--- src/cfg_regs_pkg.sv ---
package cfg_regs_pkg;
    // ------------------------------------------------------------
    // register indices loaded through the configuration index
    // ------------------------------------------------------------
    localparam logic [7:0] IDX_SERIAL_POWER   = 8'h02;
    localparam logic [7:0] IDX_FLOPPY_MISC    = 8'h03;
    localparam logic [7:0] IDX_PPORT_SER_MISC = 8'h04;
    localparam logic [7:0] IDX_RESET          = 8'h00;

    // ------------------------------------------------------------
    // reset values and writable-bit masks
    // ------------------------------------------------------------
    localparam logic [7:0] RST_SERIAL_POWER   = 8'h00;
    localparam logic [7:0] RST_FLOPPY_MISC    = 8'h70;
    localparam logic [7:0] RST_PPORT_SER_MISC = 8'h00;
    localparam logic [7:0] WMASK_SERIAL_POWER = 8'h8e; // bits 1,2,3,7
    localparam logic [7:0] WMASK_FLOPPY_MISC  = 8'h72; // bits 1,4,5,6
    localparam logic [7:0] WMASK_PPORT_SER    = 8'h7f; // bits 0..6
    localparam logic [7:0] ZERO_BYTE          = 8'h00;

    // ------------------------------------------------------------
    // field positions
    // ------------------------------------------------------------
    localparam int PWR_A_BIT = 3;  // first serial port
    localparam int PWR_B_BIT = 7;  // second port and fast infrared
    localparam int PWR_C_BIT = 1;
    localparam int PWR_D_BIT = 2;
    localparam int FLP_ENH_BIT   = 1;
    localparam int FLP_DEN_BIT   = 4;
    localparam int FLP_MODE_LSB  = 5;
    localparam int PP_EXT_LSB    = 0;
    localparam int PP_FDC_LSB    = 2;
    localparam int MIDI_1_BIT    = 4;
    localparam int MIDI_2_BIT    = 5;
    localparam int EPP_REV_BIT   = 6;

    // ------------------------------------------------------------
    // mode encodings
    // ------------------------------------------------------------
    localparam logic [1:0] PP_SPP     = 2'h0;
    localparam logic [1:0] PP_EPP_SPP = 2'h1;
    localparam logic [1:0] PP_ECP     = 2'h2;
    localparam logic [1:0] PP_ECP_EPP = 2'h3;
    localparam logic [1:0] PPFD_NORMAL = 2'h0;
    localparam logic [1:0] PPFD_RSVD   = 2'h3;
    localparam logic [2:0] ECR_EPP     = 3'h4;
    localparam logic [2:0] ECR_SPP     = 3'h0;

    // ------------------------------------------------------------
    // timing: midi bit rate and the 16x serial sample clock
    // ------------------------------------------------------------
    localparam int CLK_HZ        = 100_000_000;
    localparam int MIDI_BAUD     = 31_250;
    localparam int MIDI_OVS      = 16;
    localparam int MIDI_ERR_PCT  = 1;
endpackage : cfg_regs_pkg

--- src/midi_clk_if.sv ---
// enable in, 16x sample tick out, one per midi port (two in all)
interface midi_clk_if;
    logic enable;  // midi clocking selected for the port
    logic tick;    // one-cycle sample tick

    modport gen  (input enable, output tick);
    modport user (output enable, input tick);
endinterface : midi_clk_if

--- src/midi_baud_gen.sv ---
module midi_baud_gen #(
    parameter int CLK_HZ = cfg_regs_pkg::CLK_HZ
) (
    // clock and reset
    input  wire logic sys_clk,
    input  wire logic rst_n,
    input  wire logic clk_en,
    // link to the register bank
    midi_clk_if.gen   link
);
    // ------------------------------------------------------------
    // divider sizing
    // ------------------------------------------------------------
    localparam int DIV = CLK_HZ /
        (cfg_regs_pkg::MIDI_BAUD * cfg_regs_pkg::MIDI_OVS);
    localparam int REAL_BAUD = CLK_HZ / (DIV * cfg_regs_pkg::MIDI_OVS);
    localparam int ERR = (REAL_BAUD > cfg_regs_pkg::MIDI_BAUD) ?
        REAL_BAUD - cfg_regs_pkg::MIDI_BAUD :
        cfg_regs_pkg::MIDI_BAUD - REAL_BAUD;
    localparam int CW = (DIV > 1) ? $clog2(DIV) : 1;
    localparam logic [CW-1:0] LAST = CW'(DIV - 1);
    localparam logic [CW-1:0] CZERO = '0;

    // refuse a clock that cannot reach the rate within the tolerance
    if (DIV < 2 || ERR * 100 >
        cfg_regs_pkg::MIDI_BAUD * cfg_regs_pkg::MIDI_ERR_PCT) begin : g_bad
        $error("midi_baud_gen: clock cannot make the midi rate");
    end

    logic [CW-1:0] cnt_ff;   // cycles within one tick period
    logic          tick_ff;  // registered tick
    wire           wrap = (cnt_ff == LAST);

    // counter held at zero while disabled so the first bit is aligned
    always_ff @(posedge sys_clk or negedge rst_n) begin
        if (!rst_n) begin
            cnt_ff  <= CZERO;
            tick_ff <= 1'b0;
        end else if (clk_en) begin
            cnt_ff  <= (!link.enable || wrap) ? CZERO : cnt_ff + 1'b1;
            tick_ff <= link.enable && wrap;
        end
    end
    assign link.tick = tick_ff;

    // ------------------------------------------------------------
    // checks
    // ------------------------------------------------------------
    logic [CW:0] gap_ff;   // enabled cycles since last tick
    logic        seen_ff;  // a tick already seen since enable
    // counts tick to tick, independent of the divider's own counter
    always_ff @(posedge sys_clk or negedge rst_n) begin
        if (!rst_n) begin
            gap_ff  <= '0;
            seen_ff <= 1'b0;
        end else if (clk_en) begin
            gap_ff  <= (tick_ff || !link.enable) ? '0 : gap_ff + 1'b1;
            seen_ff <= link.enable && (seen_ff || tick_ff);
        end
    end
endmodule : midi_baud_gen

--- src/uart_floppy_pport_config_regs.sv ---
module uart_floppy_pport_config_regs #(
    parameter int CLK_HZ = cfg_regs_pkg::CLK_HZ
) (
    // clock, power-on reset, enable
    input  wire logic       sys_clk,
    input  wire logic       rst_n,
    input  wire logic       clk_en,
    // hard reset pulse
    input  wire logic       hard_rst,
    // configuration access port
    input  wire logic       cfg_state,
    input  wire logic       index_wr,
    input  wire logic       data_wr,
    input  wire logic       data_rd,
    input  wire logic [7:0] wdata,
    output logic      [7:0] rdata_ff,
    output logic            rd_valid_ff,
    output logic      [7:0] config_index_select_ff,
    // neighbouring control bits
    input  wire logic       pport_printer_mode,
    input  wire logic       floppy_output_tristate_ctl,
    input  wire logic [2:0] ecr_mode,
    input  wire logic       density_func,
    // serial port power
    output logic            serial_port_a_power_ff,
    output logic            serial_port_b_power_ff,
    output logic            serial_port_c_power_ff,
    output logic            serial_port_d_power_ff,
    output logic            fast_infrared_engine_en_ff,
    // floppy controls
    output logic            floppy_enh_mode2_ff,
    output logic      [1:0] floppy_if_mode_ff,
    output logic            drive_density_out_1_ff,
    output logic            drive_density_oe_ff,
    // parallel port controls
    output logic      [1:0] pport_ext_mode_ff,
    output logic      [1:0] pport_floppy_sel_ff,
    output logic            pport_epp_active_ff,
    output logic            pport_spp_active_ff,
    output logic            pport_two_drive_limit_ff,
    output logic            epp_rev_17_ff,
    // midi clocking
    output logic      [1:0] midi_enable_ff,
    output logic      [1:0] midi_tick_ff
);
    // ------------------------------------------------------------
    // elaboration checks
    // ------------------------------------------------------------
    if (CLK_HZ < cfg_regs_pkg::MIDI_BAUD * cfg_regs_pkg::MIDI_OVS * 2)
    begin : g_bad_clk
        $error("config regs: clock too slow for midi tick");
    end

    // ------------------------------------------------------------
    // register state
    // ------------------------------------------------------------
    logic [7:0] serial_power_ff;   // serial port power register
    logic [7:0] floppy_misc_ff;    // floppy misc register
    logic [7:0] pport_ser_ff;      // parallel/serial misc register

    // ------------------------------------------------------------
    // access decode
    // ------------------------------------------------------------
    // hit only in config state with the matching index loaded
    function automatic logic acc_hit(input logic       cfg,
                                     input logic [7:0] idx,
                                     input logic [7:0] want);
        acc_hit = cfg && (idx == want);
    endfunction : acc_hit

    wire hit_pwr = acc_hit(cfg_state, config_index_select_ff,
                           cfg_regs_pkg::IDX_SERIAL_POWER);
    wire hit_flp = acc_hit(cfg_state, config_index_select_ff,
                           cfg_regs_pkg::IDX_FLOPPY_MISC);
    wire hit_pps = acc_hit(cfg_state, config_index_select_ff,
                           cfg_regs_pkg::IDX_PPORT_SER_MISC);

    // index load takes priority; a data strobe in that cycle is dropped
    wire wr_ok   = data_wr && !index_wr;
    wire rd_ok   = data_rd && !index_wr;
    wire wr_pwr  = wr_ok && hit_pwr;
    wire wr_flp  = wr_ok && hit_flp;
    wire wr_pps  = wr_ok && hit_pps;
    wire rd_hit  = rd_ok && (hit_pwr || hit_flp || hit_pps);

    // writable bits only; reserved positions keep zero
    wire [7:0] wpwr = wdata & cfg_regs_pkg::WMASK_SERIAL_POWER;
    wire [7:0] wflp = wdata & cfg_regs_pkg::WMASK_FLOPPY_MISC;
    wire [7:0] wpps = wdata & cfg_regs_pkg::WMASK_PPORT_SER;

    // read mux; an unmatched index takes no read and rdata_ff holds its value
    wire [7:0] rd_word = hit_pwr ? serial_power_ff :
                         hit_flp ? floppy_misc_ff  :
                         hit_pps ? pport_ser_ff    :
                         cfg_regs_pkg::ZERO_BYTE;

    // ------------------------------------------------------------
    // next register values
    // ------------------------------------------------------------
    // hard reset clears only serial power; others keep their bits
    wire [7:0] nxt_serial_power = hard_rst ?
        cfg_regs_pkg::RST_SERIAL_POWER :
        (wr_pwr ? wpwr : serial_power_ff);
    wire [7:0] nxt_floppy_misc  = wr_flp ? wflp : floppy_misc_ff;
    wire [7:0] nxt_pport_ser    = wr_pps ? wpps : pport_ser_ff;
    wire [7:0] nxt_index        = index_wr && cfg_state ? wdata :
                                  config_index_select_ff;

    // ------------------------------------------------------------
    // register flops
    // ------------------------------------------------------------
    // power-on values; the index is outside the hard-reset domain
    always_ff @(posedge sys_clk or negedge rst_n) begin
        if (!rst_n) begin
            serial_power_ff        <= cfg_regs_pkg::RST_SERIAL_POWER;
            floppy_misc_ff         <= cfg_regs_pkg::RST_FLOPPY_MISC;
            pport_ser_ff           <= cfg_regs_pkg::RST_PPORT_SER_MISC;
            config_index_select_ff <= cfg_regs_pkg::IDX_RESET;
        end else if (clk_en) begin
            serial_power_ff        <= nxt_serial_power;
            floppy_misc_ff         <= nxt_floppy_misc;
            pport_ser_ff           <= nxt_pport_ser;
            config_index_select_ff <= nxt_index;
        end
    end

    // read data held until the next taken read
    always_ff @(posedge sys_clk or negedge rst_n) begin
        if (!rst_n) begin
            rdata_ff    <= cfg_regs_pkg::ZERO_BYTE;
            rd_valid_ff <= 1'b0;
        end else if (clk_en) begin
            rd_valid_ff <= rd_hit;
            if (rd_hit) rdata_ff <= rd_word;
        end
    end

    // ------------------------------------------------------------
    // serial port power outputs
    // ------------------------------------------------------------
    // a powered-down port keeps its address decode; decode is
    // owned by the port's base-address logic, not gated here
    localparam int PWR_POS [4] = '{cfg_regs_pkg::PWR_A_BIT,
                                   cfg_regs_pkg::PWR_B_BIT,
                                   cfg_regs_pkg::PWR_C_BIT,
                                   cfg_regs_pkg::PWR_D_BIT};
    // a,b,c,d enables; base-address decode stays outside
    logic [3:0] port_pwr_ff;
    for (genvar p = 0; p < 4; p++) begin : g_pwr
        always_ff @(posedge sys_clk or negedge rst_n) begin
            if (!rst_n) port_pwr_ff[p] <= 1'b0;
            else if (clk_en)
                port_pwr_ff[p] <= nxt_serial_power[PWR_POS[p]];
        end
    end
    assign serial_port_a_power_ff = port_pwr_ff[0];
    assign serial_port_b_power_ff = port_pwr_ff[1];
    assign serial_port_c_power_ff = port_pwr_ff[2];
    assign serial_port_d_power_ff = port_pwr_ff[3];

    // infrared engine follows the second port's power bit
    always_ff @(posedge sys_clk or negedge rst_n) begin
        if (!rst_n) fast_infrared_engine_en_ff <= 1'b0;
        else if (clk_en)
            fast_infrared_engine_en_ff <=
                nxt_serial_power[cfg_regs_pkg::PWR_B_BIT];
    end

    // ------------------------------------------------------------
    // floppy controls
    // ------------------------------------------------------------
    wire       den_force = floppy_misc_ff[cfg_regs_pkg::FLP_DEN_BIT];
    // tristate control wins; force only matters while driving
    wire       nxt_den   = den_force ? 1'b1 : density_func;
    wire       nxt_den_oe = !floppy_output_tristate_ctl;

    // interface mode 10 is reserved; passed through unchanged
    always_ff @(posedge sys_clk or negedge rst_n) begin
        if (!rst_n) begin
            floppy_enh_mode2_ff    <= 1'b0;
            floppy_if_mode_ff      <= 2'h3;
            drive_density_out_1_ff <= 1'b1;
            drive_density_oe_ff    <= 1'b0;
        end else if (clk_en) begin
            floppy_enh_mode2_ff    <=
                floppy_misc_ff[cfg_regs_pkg::FLP_ENH_BIT];
            floppy_if_mode_ff      <=
                floppy_misc_ff[cfg_regs_pkg::FLP_MODE_LSB +: 2];
            drive_density_out_1_ff <= nxt_den;
            drive_density_oe_ff    <= nxt_den_oe;
        end
    end

    // ------------------------------------------------------------
    // parallel port controls
    // ------------------------------------------------------------
    wire [1:0] ext_sel = pport_ser_ff[cfg_regs_pkg::PP_EXT_LSB +: 2];
    wire [1:0] fdc_sel = pport_ser_ff[cfg_regs_pkg::PP_FDC_LSB +: 2];
    // printer mode pins the port to standard mode
    wire [1:0] nxt_ext = pport_printer_mode ?
                         cfg_regs_pkg::PP_SPP : ext_sel;
    wire       ecp_set = (nxt_ext == cfg_regs_pkg::PP_ECP) ||
                         (nxt_ext == cfg_regs_pkg::PP_ECP_EPP);
    // epp via ecr only in the combined setting
    wire       nxt_epp = (nxt_ext == cfg_regs_pkg::PP_ECP_EPP) &&
                         (ecr_mode == cfg_regs_pkg::ECR_EPP);
    wire       nxt_spp = ecp_set &&
                         (ecr_mode == cfg_regs_pkg::ECR_SPP);
    // reserved variant is treated as normal use
    wire [1:0] nxt_fdc = (fdc_sel == cfg_regs_pkg::PPFD_RSVD) ?
                         cfg_regs_pkg::PPFD_NORMAL : fdc_sel;

    always_ff @(posedge sys_clk or negedge rst_n) begin
        if (!rst_n) begin
            pport_ext_mode_ff        <= cfg_regs_pkg::PP_SPP;
            pport_floppy_sel_ff      <= cfg_regs_pkg::PPFD_NORMAL;
            pport_epp_active_ff      <= 1'b0;
            pport_spp_active_ff      <= 1'b0;
            pport_two_drive_limit_ff <= 1'b0;
            epp_rev_17_ff            <= 1'b0;
        end else if (clk_en) begin
            pport_ext_mode_ff        <= nxt_ext;
            pport_floppy_sel_ff      <= nxt_fdc;
            pport_epp_active_ff      <= nxt_epp;
            pport_spp_active_ff      <= nxt_spp;
            // beyond two drives the board needs external logic
            pport_two_drive_limit_ff <= ecp_set;
            epp_rev_17_ff            <=
                pport_ser_ff[cfg_regs_pkg::EPP_REV_BIT];
        end
    end

    // ------------------------------------------------------------
    // midi clocking, one divider per port
    // ------------------------------------------------------------
    localparam int MIDI_POS [2] = '{cfg_regs_pkg::MIDI_1_BIT,
                                    cfg_regs_pkg::MIDI_2_BIT};
    for (genvar m = 0; m < 2; m++) begin : g_midi
        midi_clk_if lnk ();
        assign lnk.enable = pport_ser_ff[MIDI_POS[m]];
        midi_baud_gen #(.CLK_HZ(CLK_HZ)) u_gen (
            .sys_clk (sys_clk),
            .rst_n   (rst_n),
            .clk_en  (clk_en),
            .link    (lnk)
        );
        // retimed so outputs come from flops; adds one cycle
        always_ff @(posedge sys_clk or negedge rst_n) begin
            if (!rst_n) begin
                midi_enable_ff[m] <= 1'b0;
                midi_tick_ff[m]   <= 1'b0;
            end else if (clk_en) begin
                midi_enable_ff[m] <= lnk.enable;
                midi_tick_ff[m]   <= lnk.tick;
            end
        end
    end
endmodule : uart_floppy_pport_config_regs

--- config.mk ---
export PLATFORM = sky130hd
export DESIGN_NAME = uart_floppy_pport_config_regs
export DESIGN_NICKNAME = d
export VERILOG_FILES = /design/src/cfg_regs_pkg.sv /design/src/midi_clk_if.sv /design/src/midi_baud_gen.sv /design/src/uart_floppy_pport_config_regs.sv
export SDC_FILE = /design/constraint.sdc
export NUM_CORES = 1
export LEC_CHECK = 0
export BUFFER_PORTS_ARGS = -buffer_cell sky130_fd_sc_hd__buf_2
export CORE_ASPECT_RATIO = 0.5
export CORE_MARGIN = 2
export CORE_UTILIZATION = 54
export DETAILED_ROUTE_END_ITERATION = 7
export PLACE_DENSITY = 0.79
export SLEW_MARGIN = 20
export SYNTH_ARGS = -nofsm -noshare
export SYNTH_HDL_FRONTEND = slang
export SYNTH_SLANG_ARGS = --single-unit
--- constraint.sdc ---
create_clock -name sys_clk -period 3.2 [get_ports sys_clk]
set_clock_uncertainty 0.1 [all_clocks]
set_input_delay 0.8 -clock sys_clk [delete_from_list [all_inputs] [get_ports sys_clk]]
set_output_delay 0.8 -clock sys_clk [all_outputs]
set_load 0.005 [all_outputs]
==> results of run 1 <==
==> per-layer routing <==
layer	track usage	wire [um]	vias to the layer above
met3	0.0697	308	8
met2	0.357	3100	81
li1	-	-	1073
met4	0.0561	66	0
met5	0	0	-
met1	0.318	3050	1133
==> worst reg2reg max path, stage by stage, from the launching register on <==
cell and delay [ns]:
dfrtp_1 0.38, or4_1 0.63, or2_0 0.38, or3_1 0.56
a221o_1 0.39
==> cell usage in the layout (no fill, tap or decap), types with 2 or more instances in the layout <==
cell and n:
xnor2_1 6, nor3_1 3, dfstp_2 6, clkbuf_8 12, clkbuf_1 2, ha_1 2, a22o_1 3, a21oi_1 2
nand3_1 15, o21ai_0 13, o2bb2ai_1 9, inv_1 11, and3_1 2, nor4bb_1 2, nand2_1 14, nor4_1 6
a21o_1 5, nand4_1 2, nor2_1 18, mux2i_1 8, a32o_1 2, nand3b_1 6, a22oi_1 2, nor2b_1 3
dfrtp_1 60, buf_2 60, mux2_2 26, buf_4 2
==> power by group <==
group	switching (W)	leakage (nW)	internal (W)	total (W)
Combinational	0.0000898	0.732	0.0000781	0.000168
Sequential	0.0000451	0.876	0.000874	0.000919
Clock	0.000307	0.107	0.000424	0.000730
Total	0.000442	1.71	0.00138	0.00182
==> sequential cells by signal, summed over array words and instances, names as in the netlist, 4 cells and up <==
name / cells
g_midi.u_gen.cnt_ff: 16
config_index_select_ff: 8
rdata_ff: 8
pport_ser_ff: 7
floppy_misc_ff: 4
serial_power_ff: 4
==> worst min path at each step <==
stage / to / slack [ns] / cells past startpoint
after CTS: rdata_ff[4]$_DFFE_PN0P_ / 0.39 / 1
after global placement: rdata_ff[4]$_DFFE_PN0P_ / 0.36 / 1
after detailed placement: rdata_ff[4]$_DFFE_PN0P_ / 0.37 / 1
after floorplan: g_midi[0].u_gen.link.tick$_DFFE_PN0P_ / 0.35 / 1
final: rdata_ff[4]$_DFFE_PN0P_ / 0.39 / 1
after global routing: rdata_ff[1]$_DFFE_PN0P_ / 0.41 / 1
==> logic make-up (layout without fill, tap and decap cells) <==
group,count (synthesis),after routing,synth area share
AND/OR/NAND/NOR,84,84,0.157
buffers and inverters,23,91,0.0345
multiplexers,35,35,0.128
adder cells (fa/ha/maj),2,2,0.00831
flip-flops,66,66,0.551
AO/OA/AOI/OAI,42,42,0.101
XOR/XNOR,7,7,0.0204
==> area by class of cell <==
class                   instances  area [um2]
fillers                       406        1830
flip-flops and latches         66        1660
multi-input cells             170        1250
repair buffers                 63         335
clock buffers                  14         173
well taps                      73        91.3
inverters                      12        45.0
clock inverters                 2        35.0
==> through the flow <==
step | power [W] | cell area [um2] | hold slack, ns
3_3_place_gp | 0.00109 | 3380 | 0.363
5_1_grt | 0.00188 | 3590 | 0.414
3_5_place_dp | 0.00110 | 3380 | 0.372
2_1_floorplan | 0.00101 | 3010 | 0.349
6_report | 0.00182 | 3590 | 0.386
4_1_cts | 0.00182 | 3590 | 0.387
==> impl_metrics.tcl, run 1 <==
set metrics [dict create \
    status "finished clean" \
    drtPass1Iterations 4 \
    routed_wl_mm 6.52 \
    netlist_area_um2 3010 \
    initial_core_util 0.555 \
    ir_worst_vdd_v 0.000323 \
    crit_path_max_fanout 9 \
    hold_path_class "reg -> reg" \
    hold_viol_final 0 \
    crit_chain "or4_1 > or2_0 > or3_1 > a221o_1" \
    first_global_vias 2230 \
    slew_viol_final 0 \
    worstSetupEndpoint "rdata_ff[5]$_DFFE_PN0P_" \
    drt_iter0_drc 97 \
    cp_slowest_stage_delay_ns 0.63 \
    path_buf_inv 0 \
    min_from "rdata_ff[4]$_DFFE_PN0P_" \
    cellPowerDensity_nw_per_um2 507 \
    cts_tree "yes" \
    antennaDiodeCount 0 \
    crit_slowest_cell "or4_1" \
    wl_per_cell_um 16.3 \
    worst_pin_slew_ns 0.784 \
    rows 19 \
    cts_made_buffers 9 \
    synth_most_common_cell "dfrtp_1" \
    arrival_ns 2.67 \
    clock_path_buffers 2 \
    grt_max_degree 35 \
    die_area_um2 6220 \
    ys_warn_count 0 \
    place_inst 384 \
    via_per_inst 5.74 \
    fp.coreArea_um2 5420 \
    synth_top_area_frac 0.499 \
    synth_edf_count 0 \
    rsz0062_at_grt "false" \
    path_class "reg -> reg" \
    cap_violations 0 \
    finish.utilization 0.662 \
    antenna_found_initial 0 \
    gr-total-overflow 0 \
    drc 0 \
    grt_usage 0.230 \
    required_ns 3.32 \
    die-height_um 56.8 \
    cts_max_level 3 \
    critPathLaunch "config_index_select_ff[5]$_DFFE_PN0P_" \
    ys_ff_latch 66 \
    relSlewSlack 0.477 \
    numClockSinks 66 \
    fin_setup_tns_ns 0 \
    critPathTopFamily "simple AND/OR/NAND/NOR gates" \
    netlist_top_cells_area "dfrtp_1 50%, mux2_2 9.7%, dfstp_2 5.2%, mux2i_1 2.7%, o2bb2ai_1 2.6%" \
    gp_congestion 0.856 \
    yosysTopAreaCell "dfrtp_1" \
    r2r-end "rdata_ff[5]$_DFFE_PN0P_" \
    portBuffers 60 \
    endpoint_kind "register" \
    worstSetupPathDepth 4 \
    cts_root_buf "clkbuf_8" \
    die_width_um 110 \
    synth.distinct_cells 50 \
    clk_pin_slew_worst_paths_ns 0.07 \
    min_period_over_period 0.796 \
    max_freq_mhz 393 \
    setup_ws_ns 0.652 \
    post-place-ws_ns 0.473 \
    ios 61 \
    ys_seq_area_frac 0.551 \
    synth_fp_nets 283 \
    r2r_cells 4 \
    start_kind "register" \
    setup_viol_count_final 0 \
    drive_above_1_share 0.346 \
    fin_nets 346 \
    synth_commonest_cells "60 x dfrtp_1, 26 x mux2_2, 18 x nor2_1" \
    grt_pass1_wl_mm 10.9 \
    synthCells 259 \
    clk_latency_ns 0.34 \
    p_leak_nw 1.71 \
    postRouteAntennaNets 0 \
    synth.avg_cell_area_um2 11.6 \
    timing.rr.start "config_index_select_ff[5]$_DFFE_PN0P_" \
    cts_resized 0 \
    vias 2295 \
    ys.flop_type "dfrtp_1" \
    layout_min_cycle_time_ns 2.55 \
    async_flop_share 1.00 \
    cts-hold-fix-buffers 0 \
    stdcell_count 400 \
    postCtsSetupRepairBufs 0 \
    rrSetupSlack_ns 0.65 \
    syn_to_final_growth_pct 19.1 \
    dpl.hpwl_mm 4.63 \
]
No activity file was read; power rests on OpenSTA's default activity.
==> run 2: changes to the inputs <==
Clock period 3.2 ns to 2.64 ns, I/O delays scaled along.
==> run 2 against run 1 <==
  * Wire length is 3.1% higher
  * Sequential power up 21%
  * Die area unchanged
  * Sequential cell count did not move
  * Via count grew 2.2%
  * Combinational power increased by 31%
  * Utilization rose by 1.4 points
  * First-iteration DRC count rose by 1.0%
  * Design area increased by 2.1%
  * Critical endpoint unchanged
  * Highest routed layer unchanged
==> impl_metrics.tcl, run 2 (same netlist as run 1, synthesis figures left out) <==
set metrics [dict create \
    first_global_vias 2362 \
    syn_to_final_growth_pct 21.6 \
    setup_ws_ns 0.174 \
    swShare 0.247 \
    critPathTopFamily "simple AND/OR/NAND/NOR gates" \
    via_per_inst 5.78 \
    cp_slowest_stage_delay_ns 0.63 \
    die-height_um 56.8 \
    dpl.hpwl_mm 4.82 \
    postRouteAntennaNets 0 \
    largest_reg_flops 16 \
    fp.coreArea_um2 5420 \
    layout_min_cycle_time_ns 2.47 \
    p_seq_frac 0.485 \
    vias 2345 \
    drc 0 \
    path_buf_inv 0 \
    setup_viol_count_final 0 \
    endpoint_kind "register" \
    cap_violations 0 \
    top_register "g_midi.u_gen.cnt_ff" \
    antenna_found_initial 0 \
    grt_max_degree 67 \
    worst_hold_slack_ns 0.208 \
    antennaDiodeCount 0 \
    numClockSinks 66 \
    ios 61 \
    rsz0062_at_grt "false" \
    status "finished clean" \
    cts_tree "yes" \
    crit_slowest_cell "or4_1" \
    grt_pass1_wl_mm 11.2 \
    fin_nets 352 \
    fin_area_um2 3660 \
    fill_cells 409 \
    timing.rr.start "config_index_select_ff[5]$_DFFE_PN0P_" \
    combPwrFrac 0.096 \
    post-place-ws_ns 0.164 \
    rrSetupSlack_ns 0.17 \
    crit_chain "or4_1 > or2_1 > or3_1 > a221o_1" \
    wl_per_cell_um 16.6 \
    required_ns 2.77 \
    drt_iter0_drc 98 \
    dpl_cell_area_um2 3420 \
    slew_viol_final 0 \
    place_inst 390 \
    fin_setup_tns_ns 0 \
    clk_pin_slew_worst_paths_ns 0.08 \
    gr-total-overflow 0 \
    stdcell_count 406 \
    drtPass1Iterations 4 \
    die_area_um2 6220 \
    die_width_um 110 \
    path_class "reg -> reg" \
    reg_top3 "g_midi.u_gen.cnt_ff x16, config_index_select_ff x8, rdata_ff x8" \
    min_period_over_period 0.934 \
    pwr-share-clk 0.418 \
    r2r-end "rdata_ff[5]$_DFFE_PN0P_" \
    clk_latency_ns 0.34 \
    ir_worst_vdd_v 0.000356 \
    hold_viol_final 0 \
    rows 19 \
    layout_common_cells "60 x dfrtp_1, 60 x buf_2, 26 x mux2_2" \
    cts-hold-fix-buffers 0 \
    relSlewSlack 0.538 \
    cellPowerDensity_nw_per_um2 623 \
    p_leak_nw 1.76 \
    portBuffers 60 \
    cts_made_buffers 9 \
    cts_root_buf "clkbuf_8" \
    start_kind "register" \
    drive_above_1_share 0.363 \
    cts_max_level 3 \
    switchingPower_w 0.000562 \
    initial_core_util 0.555 \
    arrival_ns 2.59 \
    gp_congestion 0.852 \
    worst_pin_slew_ns 0.683 \
    routed_wl_mm 6.72 \
    clock_path_buffers 2 \
    hold_path_class "in -> async" \
    crit_path_max_fanout 6 \
    r2r_cells 4 \
    cell_internal_pwr_w 0.00172 \
    max_freq_mhz 406 \
    grt_usage 0.239 \
]
## run 2: worst reg2reg max path, stage by stage, from the launching register on
cell	delay (ns)
dfrtp_1	0.39
or4_1	0.63
or2_1	0.36
or3_1	0.49
a221o_1	0.38
## run 2: how the worst max path moves through the flow
stage	from	end	slack (ns)	depth (start not counted)
finish	config_index_select_ff[5]$_DFFE_PN0P_	rdata_ff[5]$_DFFE_PN0P_	0.17	4
global route	config_index_select_ff[5]$_DFFE_PN0P_	rdata_ff[5]$_DFFE_PN0P_	0.05	4
CTS	config_index_select_ff[5]$_DFFE_PN0P_	rdata_ff[5]$_DFFE_PN0P_	0.14	4
detailed placement	config_index_select_ff[5]$_DFFE_PN0P_	floppy_misc_ff[1]$_DFFE_PN0P_	0.16	4
global placement	config_index_select_ff[5]$_DFFE_PN0P_	rdata_ff[5]$_DFFE_PN0P_	0.24	4
floorplan	config_index_select_ff[5]$_DFFE_PN0P_	rdata_ff[5]$_DFFE_PN0P_	0.22	7
## run 2: layout make-up
type	instances	area, um2	share of cell area
Clock buffer	10	138	0.0376
Clock inverter	6	90.1	0.0246
Inverter	12	45.0	0.0123
Multi-Input combinational cell	170	1260	0.343
Sequential cell	66	1660	0.453
Tap cell	73	91.3	0.0250
Timing Repair Buffer	69	380	0.104
## run 2: routing by layer
metal | wire (um) | share of wire | GRT usage
met5 | 0 | 0 | 0
met2 | 3330 | 0.50 | 0.391
met3 | 437 | 0.065 | 0.0918
met1 | 2830 | 0.42 | 0.293
met4 | 121 | 0.018 | 0.0741
## run 2: power groups by stage
stage          registers (W)  clock network, W  logic, W
5_1_grt              0.00111           0.00102  0.000241
3_3_place_gp         0.00112                 0  0.000212
4_1_cts              0.00111          0.000971  0.000218
3_5_place_dp         0.00112                 0  0.000217
2_1_floorplan        0.00112                 0  0.000106
6_report             0.00111          0.000954  0.000220
## run 2: per-stage QoR
| step | total power [W] | util |
|---|---|---|
| 2_1_floorplan | 0.00122 | - |
| 3_3_place_gp | 0.00133 | 0.632 |
| 3_5_place_dp | 0.00134 | 0.632 |
| 4_1_cts | 0.00230 | 0.674 |
| 5_1_grt | 0.00237 | 0.675 |
| 6_report | 0.00228 | 0.675 |
## run 2: repair_timing
action | in CTS | in global routing
setup buffers | 0 | 0
setup endpoints to repair | 0 | 1
gates resized for setup | 0 | 2
==> run 3: changes to the inputs <==
Settings changed: BUFFER_PORTS_ARGS -buffer_cell sky130_fd_sc_hd__buf_2 to -buffer_cell sky130_fd_sc_hd__buf_4.
==> run 3 against run 2 <==
  * Highest routed layer unchanged
  * Combinational power is 9% higher
  * Register-to-register slack worse by 0.03 ns
  * Sequential power hardly changed
  * Design area is 2.1% higher
  * Clock power is 15% lower
  * Wire length is 4.1% lower
  * Worst hold slack better by 0.13 ns
  * Power is 5.3% lower
  * First-iteration DRC count is 22% lower
  * Critical path depth stayed put
  * Sequential cell count stayed put
==> impl_metrics.tcl, run 3 (same netlist as run 1, synthesis figures left out) <==
set metrics [dict create \
    status "finished clean" \
    setup_viol_count_final 0 \
    path_class "reg -> reg" \
    clk_latency_ns 0.33 \
    cts_tree "yes" \
    cp_slowest_stage_delay_ns 0.63 \
    relSlewSlack 0.463 \
    slew_viol_final 0 \
    combPwrFrac 0.110 \
    rrSetupSlack_ns 0.14 \
    required_ns 2.74 \
    worstSetupEndpoint "rdata_ff[5]$_DFFE_PN0P_" \
    antennaDiodeCount 0 \
    critPathLaunch "config_index_select_ff[5]$_DFFE_PN0P_" \
    fin_setup_tns_ns 0 \
    die_area_um2 6220 \
    max_freq_mhz 400 \
    grt_usage 0.230 \
    p_leak_nw 1.75 \
    layout_min_cycle_time_ns 2.50 \
    r2r_cells 4 \
    start_kind "register" \
    gp_congestion 0.885 \
    cts_root_buf "clkbuf_8" \
    rows 19 \
    grt_max_degree 67 \
    first_global_vias 2285 \
    largest_reg_flops 16 \
    post-place-ws_ns 0.150 \
    die-height_um 56.8 \
    p_seq_frac 0.513 \
    clk_pin_slew_worst_paths_ns 0.06 \
    endpoint_kind "register" \
    swShare 0.239 \
    via_per_inst 5.67 \
    top_register "g_midi.u_gen.cnt_ff" \
    r2r-end "rdata_ff[5]$_DFFE_PN0P_" \
    cts-hold-fix-buffers 0 \
    wl_per_cell_um 16.0 \
    postRouteAntennaNets 0 \
    drtPass1Iterations 4 \
    hold_viol_final 0 \
    postCtsSetupRepairBufs 0 \
    cts_made_buffers 9 \
    layout_common_cells "67 x buf_4, 60 x dfrtp_1, 26 x mux2_2" \
    drc 0 \
    arrival_ns 2.60 \
    crit_path_max_fanout 6 \
    switchingPower_w 0.000517 \
    setup_ws_ns 0.141 \
    ios 61 \
    die_width_um 110 \
    cellPowerDensity_nw_per_um2 578 \
    timing.rr.start "config_index_select_ff[5]$_DFFE_PN0P_" \
    rsz0062_at_grt "false" \
    drt_iter0_drc 76 \
    initial_core_util 0.555 \
    antenna_found_initial 0 \
    fin_nets 350 \
    stdcell_count 404 \
    numClockSinks 66 \
    portBuffers 60 \
    crit_slowest_cell "or4_1" \
    final_common_cell "buf_4" \
    worst_pin_slew_ns 0.805 \
    drive_above_1_share 0.350 \
    cts_max_level 3 \
    cell_internal_pwr_w 0.00164 \
    cts_resized 0 \
    gr-total-overflow 0 \
    fin_area_um2 3730 \
    crit_chain "or4_1 > or2_0 > or3_1 > a221o_1" \
    reg_top3 "g_midi.u_gen.cnt_ff x16, config_index_select_ff x8, rdata_ff x8" \
    fill_cells 402 \
    grt_pass1_wl_mm 10.9 \
    hold_path_class "in -> async" \
    pwr-share-clk 0.376 \
    vias 2289 \
    place_inst 388 \
    syn_to_final_growth_pct 24.1 \
    dpl.hpwl_mm 4.75 \
    cap_violations 0 \
    ir_worst_vdd_v 0.000431 \
    fp.coreArea_um2 5420 \
    clock_path_buffers 2 \
    min_period_over_period 0.947 \
    dpl_cell_area_um2 3550 \
    routed_wl_mm 6.45 \
]
==> run 3: worst min-delay path by stage <==
stage / start / depth (start not counted) / endpoint / slack [ns]
finish: rst_n / 1 / serial_power_ff[2]$_DFFE_PN0P_ / 0.34
floorplan: rst_n / 0 / config_index_select_ff[0]$_DFFE_PN0P_ / 0.26
global route: rst_n / 1 / epp_rev_17_ff$_DFFE_PN0P_ / 0.39
global placement: drive_density_oe_ff$_DFFE_PN0P_ / 2 / drive_density_oe_ff$_DFFE_PN0P_ / 0.37
detailed placement: pport_spp_active_ff$_DFFE_PN0P_ / 1 / pport_spp_active_ff$_DFFE_PN0P_ / 0.38
CTS: rst_n / 1 / config_index_select_ff[7]$_DFFE_PN0P_ / 0.36
==> run 3: per-layer routing <==
layer	track usage	wire length [um]	vias up
met5	0	0	-
met4	0.0615	44	0
met3	0.0604	263	4
met2	0.370	3240	43
met1	0.309	2900	1166
li1	-	-	1076
==> run 3: power groups by stage <==
| stage | Clock, W | Combinational [W] | Sequential [W] |
|---|---|---|---|
| 2_1_floorplan | 0 | 0.000106 | 0.00112 |
| 3_3_place_gp | 0 | 0.000234 | 0.00112 |
| 3_5_place_dp | 0 | 0.000241 | 0.00113 |
| 4_1_cts | 0.000827 | 0.000242 | 0.00111 |
| 5_1_grt | 0.000872 | 0.000264 | 0.00111 |
| 6_report | 0.000812 | 0.000239 | 0.00111 |
==> run 3: layout make-up <==
type | instances | area (um2) | area share
flip-flops and latches | 66 | 1660 | 0.444
multi-input cells | 170 | 1250 | 0.334
repair buffers | 67 | 503 | 0.135
clock buffers | 13 | 149 | 0.0399
well taps | 73 | 91.3 | 0.0245
inverters | 12 | 45.0 | 0.0121
clock inverters | 3 | 40.0 | 0.0107
==> run 3: worst max-delay path, delay by kind of cell (launching register included) <==
| family | cells | cell delay [ns] |
|---|---|---|
| AOI/OAI and AO/OA | 1 | 0.37 |
| and+or+nand+nor | 3 | 1.51 |
| DFF | 1 | 0.39 |
==> run 3: stage by stage <==
step	total power, W	util	hold slack (ns)
after floorplan	0.00122	-	0.264
after global placement	0.00136	0.654	0.372
after detailed placement	0.00137	0.654	0.383
after CTS	0.00218	0.689	0.356
after global routing	0.00225	0.689	0.387
final	0.00216	0.689	0.335
